### src/common/slave_port_pkg.sv
// Purpose: shared constants and carriers for the slave port buffer status block
// Assumes: AXI4-Lite register access with 32-bit data, one aligned word per register
// Notes: none of the printed offsets exist, so all register addresses are local choices
package slave_port_pkg;
    localparam int unsigned slot_count = 4;
    localparam logic [3:0] addr_status = 4'h0;
    localparam logic [3:0] addr_control = 4'h4;
    localparam logic [3:0] addr_irq_status = 4'h8;
    localparam logic [3:0] addr_irq_mask = 4'hC;
    localparam int unsigned pos_output_slot_empty = 0;
    localparam int unsigned pos_output_underflow = 6;
    localparam int unsigned pos_output_all_empty = 7;
    localparam int unsigned pos_input_slot_full = 8;
    localparam int unsigned pos_input_overflow = 14;
    localparam int unsigned pos_input_all_full = 15;
    localparam int unsigned pos_slave_mode = 0;
    localparam logic [3:0] reset_input_full = 4'h0;
    localparam logic [3:0] reset_output_empty = 4'hF;
    localparam logic reset_slave_mode = 1'b1;
    localparam logic [1:0] resp_okay = 2'h0;
    localparam logic [1:0] resp_slverr = 2'h2;
    localparam int unsigned irq_width = 2;
    localparam int unsigned irq_bit_overflow = 1;
    localparam int unsigned irq_bit_underflow = 0;

    typedef struct packed {
        logic [3:0] write;
        logic [3:0] read;
    } slot_strobe_s;

    typedef struct packed {
        logic [3:0] input_slot_full;
        logic [3:0] output_slot_empty;
        logic input_overflow_sticky;
        logic output_underflow_sticky;
    } buffer_state_s;
endpackage

### src/rtl/buffer_flags.sv
// Purpose: per-slot full and empty tracking with sticky overflow and underflow
// Assumes: strobes are one-cycle pulses synchronous to clk
// Notes: sticky flags obey set-over-clear
`timescale 1ns/1ns
module buffer_flags #(
    parameter int unsigned slots = slave_port_pkg::slot_count
) (
    input wire logic clk, // system clock
    input wire logic reset, // synchronous active-high reset
    input wire logic enable, // slave mode active
    input wire slave_port_pkg::slot_strobe_s master_strobe, // external master access
    input wire slave_port_pkg::slot_strobe_s local_strobe, // local software access
    input wire logic clear_overflow, // write-one-clear of overflow
    input wire logic clear_underflow, // write-one-clear of underflow
    output slave_port_pkg::buffer_state_s state // registered flags
);
    slave_port_pkg::buffer_state_s next_state;
    logic [slots-1:0] overflow_hit;
    logic [slots-1:0] underflow_hit;
    logic [slots-1:0] next_full;
    logic [slots-1:0] next_empty;

    // per-slot terms are plain nets so that one process alone builds the next state
    genvar i;
    generate
        for (i = 0; i < slots; i++) begin : g_slot
            assign overflow_hit[i] = enable && master_strobe.write[i]
                && state.input_slot_full[i]; // see RULE_06
            assign underflow_hit[i] = enable && master_strobe.read[i]
                && state.output_slot_empty[i]; // see RULE_03
            // master write fills, local read drains; fill wins on a tie
            assign next_full[i] = enable ? (master_strobe.write[i]
                || (state.input_slot_full[i] && !local_strobe.read[i]))
                : state.input_slot_full[i]; // see RULE_07
            assign next_empty[i] = enable ? (!local_strobe.write[i]
                && (state.output_slot_empty[i] || master_strobe.read[i]))
                : state.output_slot_empty[i]; // see RULE_01 RULE_02
        end
    endgenerate

    always_comb begin
        next_state.input_slot_full = next_full;
        next_state.output_slot_empty = next_empty;
        next_state.input_overflow_sticky = (state.input_overflow_sticky && !clear_overflow)
            || (|overflow_hit); // see RULE_06
        next_state.output_underflow_sticky = (state.output_underflow_sticky && !clear_underflow)
            || (|underflow_hit); // see RULE_03
    end

    always_ff @(posedge clk) begin
        if (reset) begin
            state <= '{input_slot_full: slave_port_pkg::reset_input_full,
                       output_slot_empty: slave_port_pkg::reset_output_empty,
                       input_overflow_sticky: 1'b0, output_underflow_sticky: 1'b0};
        end else begin
            state <= next_state;
        end
    end
endmodule

### src/rtl/parallel_slave_buffer_status.sv
// What this block does
// RULE_01: each output slot empty flag is 1 while its slot is empty and clears when local software writes it.
// RULE_02: an output slot empty flag is 0 while the slot holds a byte the external master has not read.
// RULE_03: a master read of an empty output slot sets a sticky underflow flag kept until software clears it.
// RULE_04: status bits 5:4 and 13:12 always read as zero.
// RULE_05: the status is only maintained while the port runs in slave mode.
// RULE_06: a master write to a full input slot sets a sticky overflow flag only software clears.
// RULE_07: each input slot full flag is 1 while unread data sits there and clears when software reads it.
// RULE_08: the all-full flag needs all four input slots full; the all-empty flag all four output slots empty.
// RULE_09: the external master checks the flags and avoids writing full or reading empty slots; host_master_model checks no flags before an access.
//
// Purpose: AXI4-Lite front end for the slave port buffer status tracking
// Assumes: slot strobes from the port data path are one-cycle pulses on clk
// Notes: answers come one cycle after both halves of a request are held
//
// The register addresses and the AXI4-Lite slave port were left to the implementer.
`timescale 1ns/1ns
module parallel_slave_buffer_status (
    input wire logic clk, // system clock, 100 MHz
    input wire logic reset, // synchronous active-high reset
    input wire slave_port_pkg::slot_strobe_s master_strobe, // external master slot access
    input wire slave_port_pkg::slot_strobe_s local_strobe, // local software slot access
    input wire logic [3:0] s_axi_awaddr, // write address
    input wire logic s_axi_awvalid, // write address valid
    output logic s_axi_awready, // write address ready
    input wire logic [31:0] s_axi_wdata, // write data
    input wire logic [3:0] s_axi_wstrb, // write strobes
    input wire logic s_axi_wvalid, // write data valid
    output logic s_axi_wready, // write data ready
    output logic [1:0] s_axi_bresp, // write response
    output logic s_axi_bvalid, // write response valid
    input wire logic s_axi_bready, // write response ready
    input wire logic [3:0] s_axi_araddr, // read address
    input wire logic s_axi_arvalid, // read address valid
    output logic s_axi_arready, // read address ready
    output logic [31:0] s_axi_rdata, // read data
    output logic [1:0] s_axi_rresp, // read response
    output logic s_axi_rvalid, // read data valid
    input wire logic s_axi_rready, // read data ready
    output logic irq // level interrupt
);
    typedef struct packed {
        logic aw_held;
        logic [3:0] aw_addr;
        logic w_held;
        logic [31:0] w_data;
        logic [3:0] w_strb;
        logic bvalid;
        logic [1:0] bresp;
        logic rvalid;
        logic [1:0] rresp;
        logic [31:0] rdata;
        logic slave_mode;
        logic [slave_port_pkg::irq_width-1:0] irq_mask;
    } regs_s;

    regs_s r;
    regs_s next_r;
    slave_port_pkg::buffer_state_s flags;
    logic [15:0] status_word;
    logic do_write;
    logic clear_overflow;
    logic clear_underflow;
    logic [slave_port_pkg::irq_width-1:0] irq_pending;

    buffer_flags #(
        .slots(slave_port_pkg::slot_count)
    ) u_flags (
        .clk(clk),
        .reset(reset),
        .enable(r.slave_mode), // see RULE_05
        .master_strobe(master_strobe),
        .local_strobe(local_strobe),
        .clear_overflow(clear_overflow),
        .clear_underflow(clear_underflow),
        .state(flags)
    );

    // unimplemented positions stay zero from the default fill
    always_comb begin
        status_word = 16'h0000; // see RULE_04
        status_word[slave_port_pkg::pos_output_slot_empty +: 4] = flags.output_slot_empty;
        status_word[slave_port_pkg::pos_output_underflow] = flags.output_underflow_sticky;
        status_word[slave_port_pkg::pos_output_all_empty] = &flags.output_slot_empty; // see RULE_08
        status_word[slave_port_pkg::pos_input_slot_full +: 4] = flags.input_slot_full;
        status_word[slave_port_pkg::pos_input_overflow] = flags.input_overflow_sticky;
        status_word[slave_port_pkg::pos_input_all_full] = &flags.input_slot_full; // see RULE_08
    end

    // the sticky flags double as the interrupt status, so one clear serves both views
    assign irq_pending = {flags.input_overflow_sticky, flags.output_underflow_sticky};
    assign irq = |(irq_pending & r.irq_mask);

    assign s_axi_awready = !r.aw_held && !r.bvalid;
    assign s_axi_wready = !r.w_held && !r.bvalid;
    assign s_axi_arready = !r.rvalid;
    assign s_axi_bvalid = r.bvalid;
    assign s_axi_bresp = r.bresp;
    assign s_axi_rvalid = r.rvalid;
    assign s_axi_rresp = r.rresp;
    assign s_axi_rdata = r.rdata;

    assign do_write = r.aw_held && r.w_held;

    // status bits 14 and 6 clear by writing one to them at the status word, or to bits 1 and 0 at the irq status word
    always_comb begin
        clear_overflow = 1'b0;
        clear_underflow = 1'b0;
        if (do_write && r.w_strb[1]
            && (r.aw_addr == slave_port_pkg::addr_status)) begin
            clear_overflow = r.w_data[slave_port_pkg::pos_input_overflow]; // see RULE_06
        end
        if (do_write && r.w_strb[0]
            && (r.aw_addr == slave_port_pkg::addr_status)) begin
            clear_underflow = r.w_data[slave_port_pkg::pos_output_underflow]; // see RULE_03
        end
        if (do_write && r.w_strb[0]
            && (r.aw_addr == slave_port_pkg::addr_irq_status)) begin
            clear_overflow = clear_overflow
                || r.w_data[slave_port_pkg::irq_bit_overflow];
            clear_underflow = clear_underflow
                || r.w_data[slave_port_pkg::irq_bit_underflow];
        end
    end

    always_comb begin
        next_r = r;
        if (s_axi_awvalid && s_axi_awready) begin
            next_r.aw_held = 1'b1;
            next_r.aw_addr = s_axi_awaddr;
        end
        if (s_axi_wvalid && s_axi_wready) begin
            next_r.w_held = 1'b1;
            next_r.w_data = s_axi_wdata;
            next_r.w_strb = s_axi_wstrb;
        end
        if (do_write) begin
            next_r.aw_held = 1'b0;
            next_r.w_held = 1'b0;
            next_r.bvalid = 1'b1;
            next_r.bresp = slave_port_pkg::resp_okay;
            case (r.aw_addr)
                slave_port_pkg::addr_status: begin
                end
                slave_port_pkg::addr_irq_status: begin
                end
                slave_port_pkg::addr_control: begin
                    if (r.w_strb[0]) begin
                        next_r.slave_mode = r.w_data[slave_port_pkg::pos_slave_mode];
                    end
                end
                slave_port_pkg::addr_irq_mask: begin
                    if (r.w_strb[0]) begin
                        next_r.irq_mask = r.w_data[slave_port_pkg::irq_width-1:0];
                    end
                end
                default: begin
                    next_r.bresp = slave_port_pkg::resp_slverr;
                end
            endcase
        end
        if (r.bvalid && s_axi_bready) begin
            next_r.bvalid = 1'b0;
        end
        if (r.rvalid && s_axi_rready) begin
            next_r.rvalid = 1'b0;
        end
        if (s_axi_arvalid && s_axi_arready) begin
            next_r.rvalid = 1'b1;
            next_r.rresp = slave_port_pkg::resp_okay;
            next_r.rdata = 32'h00000000;
            case (s_axi_araddr)
                slave_port_pkg::addr_status: begin
                    next_r.rdata[15:0] = status_word;
                end
                slave_port_pkg::addr_control: begin
                    next_r.rdata[slave_port_pkg::pos_slave_mode] = r.slave_mode;
                end
                slave_port_pkg::addr_irq_status: begin
                    next_r.rdata[slave_port_pkg::irq_width-1:0] = irq_pending;
                end
                slave_port_pkg::addr_irq_mask: begin
                    next_r.rdata[slave_port_pkg::irq_width-1:0] = r.irq_mask;
                end
                default: begin
                    next_r.rresp = slave_port_pkg::resp_slverr;
                end
            endcase
        end
    end

    always_ff @(posedge clk) begin
        if (reset) begin
            r <= '0;
            r.slave_mode <= slave_port_pkg::reset_slave_mode;
        end else begin
            r <= next_r;
        end
    end
endmodule

### config.mk
export PLATFORM = sky130hd
export DESIGN_NAME = parallel_slave_buffer_status
export DESIGN_NICKNAME = d
export VERILOG_FILES = /design/src/common/slave_port_pkg.sv /design/src/rtl/buffer_flags.sv /design/src/rtl/parallel_slave_buffer_status.sv
export SDC_FILE = /design/constraint.sdc
export NUM_CORES = 1
export LEC_CHECK = 0
export ABC_AREA = 1
export BUFFER_PORTS_ARGS = -buffer_cell sky130_fd_sc_hd__clkbuf_2
export CORE_MARGIN = 2
export CORE_UTILIZATION = 44
export DETAILED_ROUTE_END_ITERATION = 10
export GPL_ROUTABILITY_DRIVEN = 0
export GPL_TIMING_DRIVEN = 0
export PLACE_DENSITY = 0.87
export SLEW_MARGIN = 20
export SYNTH_ARGS = -nofsm -noshare
export SYNTH_HDL_FRONTEND = slang
export SYNTH_SLANG_ARGS = --single-unit
### constraint.sdc
create_clock -name clk -period 1.4 [get_ports clk]
set_input_delay 0.07 -clock clk [delete_from_list [all_inputs] [get_ports clk]]
set_output_delay 0.07 -clock clk [all_outputs]
set_load 0.1 [all_outputs]
==> results of run 1 <==
[metal layers]
metal | global-route usage, % | vias up | wire length (um)
met5 | 0 | - | 0
met1 | 19.17 | 779 | 1634
met4 | 7.547 | 0 | 68
met3 | 4.986 | 5 | 312
met2 | 30.43 | 67 | 2081
li1 | - | 992 | -
[cells by family after synthesis]
logic type      count (synthesis)  share of synthesized area (%)
simple gates                  110                          24.70
buf+inv                        65                          19.39
compound gates                 53                          14.28
flops                          41                          41.44
other cells                     1                         0.1893
[worst min-delay path: stages]
cell and delay, ps:
clkbuf_2 70, o21ai_1 60, nor2_1 70
[synthesized netlist by cell type, drive strengths merged]
master	instances
nand2	57
dfxtp	41
buf	40
a21oi	29
nor2	27
inv	21
o21ai	18
nand3	16
nand4	6
a22o	3
clkbuf	3
nor3	2
a211oi	1
and2	1
clkinv	1
conb	1
nand3b	1
o21a	1
o22ai	1
[per-stage QoR]
step | std cells | setup TNS [ps]
floorplan | 291 | -713.0
global placement | 399 | 0
detailed placement | 399 | 0
CTS | 409 | 0
global route | 409 | 0
finish | 409 | 0
[timing repair]
item	in CTS	in global routing
endpoints found under the setup margin	1	1
cloned	0	0
buffers inserted	0	0
pin swaps	0	0
endpoints found under the hold margin	2	0
hold buffers	2	0
gates resized for setup	1	1
[sequential cells by signal (all words and copies together), names as in the netlist]
| register | count |
|---|---|
| s_axi_rresp | 1 |
| s_axi_bvalid | 1 |
| u_flags.state | 10 |
| s_axi_rdata | 12 |
| s_axi_bresp | 1 |
| r | 15 |
| s_axi_rvalid | 1 |
[final cells by class]
cell class                      instances  area (um2)
Fill cell                             423        1777
Multi-Input combinational cell        185       884.6
Sequential cell                        41       828.3
Timing Repair Buffer                   58       302.8
Buffer                                 43       300.3
Inverter                               22       88.84
Clock buffer                            6       72.57
Tap cell                               52       65.06
Clock inverter                          2       35.03
[power breakdown]
part	switching, mW	internal, mW
clock network	0.394	0.529
logic	0.607	0.188
registers	0.0572	1.23
total	1.06	1.95
[worst min path at each step]
stage	startpoint	endpoint	cells after the start
4_1_cts	s_axi_wstrb[1]	r[42]$_SDFFE_PP0P_	3
6_report	s_axi_wdata[1]	r[46]$_SDFFE_PP0P_	3
2_1_floorplan	s_axi_bready	s_axi_bvalid$_SDFFE_PP0N_	1
5_1_grt	master_strobe[6]	u_flags.state[8]$_SDFFE_PP0P_	3
3_3_place_gp	s_axi_bready	s_axi_bvalid$_SDFFE_PP0N_	2
3_5_place_dp	s_axi_bready	s_axi_bvalid$_SDFFE_PP0N_	2
==> out/summary.txt, run 1 <==
Status = finished clean
WL final = 4.095 mm
Area Overhead vs Synth = 30.13%
CP Capture Point = s_axi_wready
Pre-CTS WS = 167.9 ps
Initial antenna violation count = 0
Area leader, netlist = dfxtp_1
Number of global-route vias before repair = 1557
Top cells by area, synth = dfxtp_1 41%, buf_4 14%, nand2_1 10%, a21oi_1 7.3%, nor2_1 4.7%
Total Routing Usage GR = 17.22%
PortBufs = 56
Slew headroom = 63.91%
Final min period = 1358 ps
Final setup margin = 42.23 ps
Clock Path Buffers = 2
RSZ-0062 raised after global routing = false
Placed Area = 2442 um2
# Max-Cap Violations = 0
Worst Clk Skew = 9.172 ps
Worst R2R End = s_axi_rdata[10]$_SDFFE_PP0P_
Clock Sinks = 41
Seq/Total Area, Yosys = 41.44%
# DRC = 0
Clock latency on the worst-skew pair = 300 ps
R2r worst-path depth = 7
WL/cell = 10.01 um
Largest net degree at the start of global routing = 14
Maximum VDD drop = 0.001043 V
Num CTS Buffers = 5
Critical path's top delay family = buffers and inverters
First-pass DRT Iterations = 4
# setup viols final = 0
First-pass GRT wire length = 6.706 mm
Via density = 4.506
Commonest cells after routing, fill and taps aside = 55 x clkbuf_2, 53 x nand2_1, 39 x dfxtp_1
Die height = 71.10 um
Cell Pwr Density = 1167 nW/um2
FF-to-FF setup slack = 170 ps
Synth unique cells = 28
Initial drt markers = 83
Layout cells sized above 1 = 32.77%
Final Util = 59.20%
Number of cells on the critical path = 2
Clock transition at path regs = 80 ps
Core Box Area = 4354 um2
Layout net count = 423
Syn Std Cell Area = 1981 um2
Total Power = 3.009 mW
Yosys top cell area share = 41.44%
Yosys warns = 0
Achievable Freq = 736.5 MHz
Worst slew pin tran = 543.6 ps
CP startpoint = r[77]$_SDFFE_PP0P_
Launching point of the worst reg2reg path = s_axi_rvalid$_SDFFE_PP0P_
Lkg Pwr = 1.331 nW
H-tree Lvls = 2
Yosys reg bits = 41
Kind of critical path = reg2out
CP Capture Type = output port
Remaining Overflow, GRT = 0
Slowest Stage Delay on Critical Path = 470 ps
Final Instance Area = 2577 um2
Cells after Synth = 270
Final ANT Viol Nets = 0
Root Driver = clkbuf_8
Slew Limit Fails = 0
Crit-path cells = nor2_4 -> clkbuf_2
Final number of hold-violating endpoints = 0
# diodes = 0
Syn_area_per_cell = 7.336 um2
WP data arrival = 1290 ps
CP Data Required Time = 1330 ps
Starting Density = 45.49%
Crit share post-route = 96.98%
Fin Hold WS = 9.394 ps
HPWL Detailed = 3.312 mm
I/O pin count = 109
CTS tree = yes
DIE AREA = 5055 um2
Hold WC Path Type = in2reg
Most common cell after layout, fill and taps aside = clkbuf_2
FP Rows = 24
CP Buf/Inv Count = 1
Crit Path Max Fanout = 3
Die width = 71.10 um
Critical path's slowest cell = clkbuf_2
Worst Setup Start Kind = register
Via Count = 1843
(Power assumes the default switching activity.)
==> run 2, diff against run 1 <==
- SYNTH_HIERARCHICAL: default -> 1
==> run 2 against run 1 <==
Effect of this change: highest routed layer unchanged; hold slack barely moved; largest cell class unchanged; synthesized area increased by 1.1%; worst setup slack better by 7.5 ps; critical path depth rose by 9; clock-buffer cell count shrank 1; die area up 1.0%; combinational power is essentially flat; largest power group unchanged; synthesized cell count increased by 2.6%; register-to-register slack got worse by 120 ps.
==> out/summary.txt, run 2 <==
RSZ-0062 raised after global routing = true
Worst Clk Skew = 6.928 ps
Final Instance Area = 2580 um2
Total Routing Usage GR = 16.64%
CTS tree = yes
Top cells by count, synth = 59 x nand2_1, 41 x dfxtp_1, 37 x buf_4, 33 x nor2_1, 23 x a21oi_1
CP Capture Type = register
Die width = 71.45 um
Most common cell in the netlist = nand2_1
Core Box Area = 4354 um2
Cell Pwr Density = 1102 nW/um2
Via Count = 1878
Crit Path Max Fanout = 3
Asr flop ratio synth = 0%
Hold WC Path Type = in2reg
Layout net count = 429
Num CTS Buffers = 5
Lkg Pwr = 1.348 nW
Largest net degree at the start of global routing = 14
Final ANT Viol Nets = 0
CP Data Required Time = 1580 ps
WL final = 4.287 mm
Largest register FFs = 15
Slew headroom = 63.84%
Die height = 71.45 um
Clock Path Buffers = 2
Clock Sinks = 41
Worst slew pin tran = 544.7 ps
WL/cell = 10.33 um
I/O pin count = 109
Most common cell after layout, fill and taps aside = nand2_1
Clock latency on the worst-skew pair = 290 ps
Top cells by area, synth = dfxtp_1 41%, buf_4 14%, nand2_1 11%, nor2_1 6.2%, a21oi_1 5.8%
Number of global-route vias before repair = 1655
Remaining Overflow, GRT = 0
Seq/Total Area, Yosys = 41.00%
Commonest cells after routing, fill and taps aside = 57 x nand2_1, 56 x clkbuf_2, 37 x buf_4, 37 x dfxtp_1, 30 x nor2_1
Maximum VDD drop = 0.0009201 V
DIE AREA = 5105 um2
WP data arrival = 1530 ps
Achievable Freq = 740.6 MHz
Initial antenna violation count = 0
Final setup margin = 49.69 ps
H-tree Lvls = 2
Slew Limit Fails = 0
First-pass DRT Iterations = 5
Placed Area = 2469 um2
Clock transition at path regs = 80 ps
Yosys reg bits = 41
Layout cells sized above 1 = 34.16%
Status = finished clean
First-pass GRT wire length = 6.741 mm
Area leader, netlist = dfxtp_1
Cells after Synth = 277
Kind of critical path = reg2reg
HPWL Detailed = 3.420 mm
Yosys warns = 6
# setup viols final = 0
# DRC = 0
Final min period = 1350 ps
Syn Std Cell Area = 2002 um2
PortBufs = 56
Total setup buffers inserted after CTS = 0
# diodes = 0
Synth unique cells = 28
Initial drt markers = 98
Crit share post-route = 96.45%
FP Rows = 24
Top FF cell, synth = dfxtp_1
Area Overhead vs Synth = 28.87%
EDFF count, synth = 0
Biggest register = r
Pre-CTS WS = 5.458 ps
Root Driver = clkbuf_8
Via density = 4.525
Yosys top cell area share = 41.00%
Starting Density = 45.98%
Worst Setup Start Kind = register
Syn_area_per_cell = 7.227 um2
# Max-Cap Violations = 0
Final number of hold-violating endpoints = 0
run 2: per-layer routing:
| layer | routed length (um) | share of wire (%) | track usage [%] | vias up |
|---|---|---|---|---|
| li1 | - | - | - | 1003 |
| met1 | 1776 | 41 | 18.39 | 808 |
| met2 | 2134 | 50 | 29.94 | 62 |
| met3 | 326 | 7.6 | 5.204 | 5 |
| met4 | 50 | 1.2 | 5.870 | 0 |
| met5 | 0 | 0 | 0 | - |
run 2: power by group:
group | leakage, nW | switching (mW) | internal (mW)
Combinational | 0.960 | 0.610 | 0.188
Clock | 0.0482 | 0.409 | 0.345
Sequential | 0.340 | 0.0568 | 1.23
run 2: area by class of cell:
class                           count  area [um2]
Timing Repair Buffer               57       292.8
Multi-Input combinational cell    193       907.1
Clock inverter                      3       16.27
Buffer                             41       301.5
Sequential cell                    41       835.8
Clock buffer                        5       68.82
Inverter                           23       92.59
Tap cell                           52       65.06
Fill cell                         412        1774
run 2: worst paths after layout:
check / start / endpoint / slack (ps) / depth (start not counted)
worst max-delay path: r[77]$_SDFFE_PP0P_ / u_flags/state[0]$_SDFF_PP0_ / 50 / 11
worst min-delay path: s_axi_awaddr[0] / r[78]$_SDFFE_PP0P_ / 9 / 3
worst max register to register: r[77]$_SDFFE_PP0P_ / u_flags/state[0]$_SDFF_PP0_ / 50 / 11
worst min register to register: s_axi_rdata[10]$_SDFFE_PP0P_ / s_axi_rdata[10]$_SDFFE_PP0P_ / 470 / 2
run 2: cells by family (layout without fill, tap and decap cells):
logic type / after synthesis / count (layout) / share of synthesized area [%]
buf+inv: 64 / 129 / 19.44
simple gates: 123 / 123 / 26.88
flops: 41 / 41 / 41.00
other cells: 1 / 22 / 0.1873
compound gates: 48 / 48 / 12.50
run 2: per-stage QoR:
step           hold WS, ps  cells  TNS (ps)  total power, mW  utilization [%]
6_report             9.043    415         0            2.843            59.25
5_1_grt              12.89    415    -25.03            2.972            59.25
4_1_cts              5.407    415         0            2.859            58.94
3_5_place_dp         250.1    406         0            2.107            56.70
3_3_place_gp         247.0    406         0            2.090            56.70
2_1_floorplan        138.7    298    -424.4            1.969                -
run 2: worst max-delay path, cell delays in order (launching register included):
cell	delay (ps)
dfxtp_4	380
nand2_1	90
nor2_2	130
nand2_1	100
inv_2	60
nand2_1	50
a21oi_2	130
inv_1	50
nand2_1	60
nand2_1	50
nor2_1	90
nor2_1	40
run 2: repair_timing:
item                                    in CTS  in global routing
resized for setup                            2                  6
hold endpoints to repair                     1                  0
endpoints found under the setup margin       1                  4
hold buffers                                 1                  0
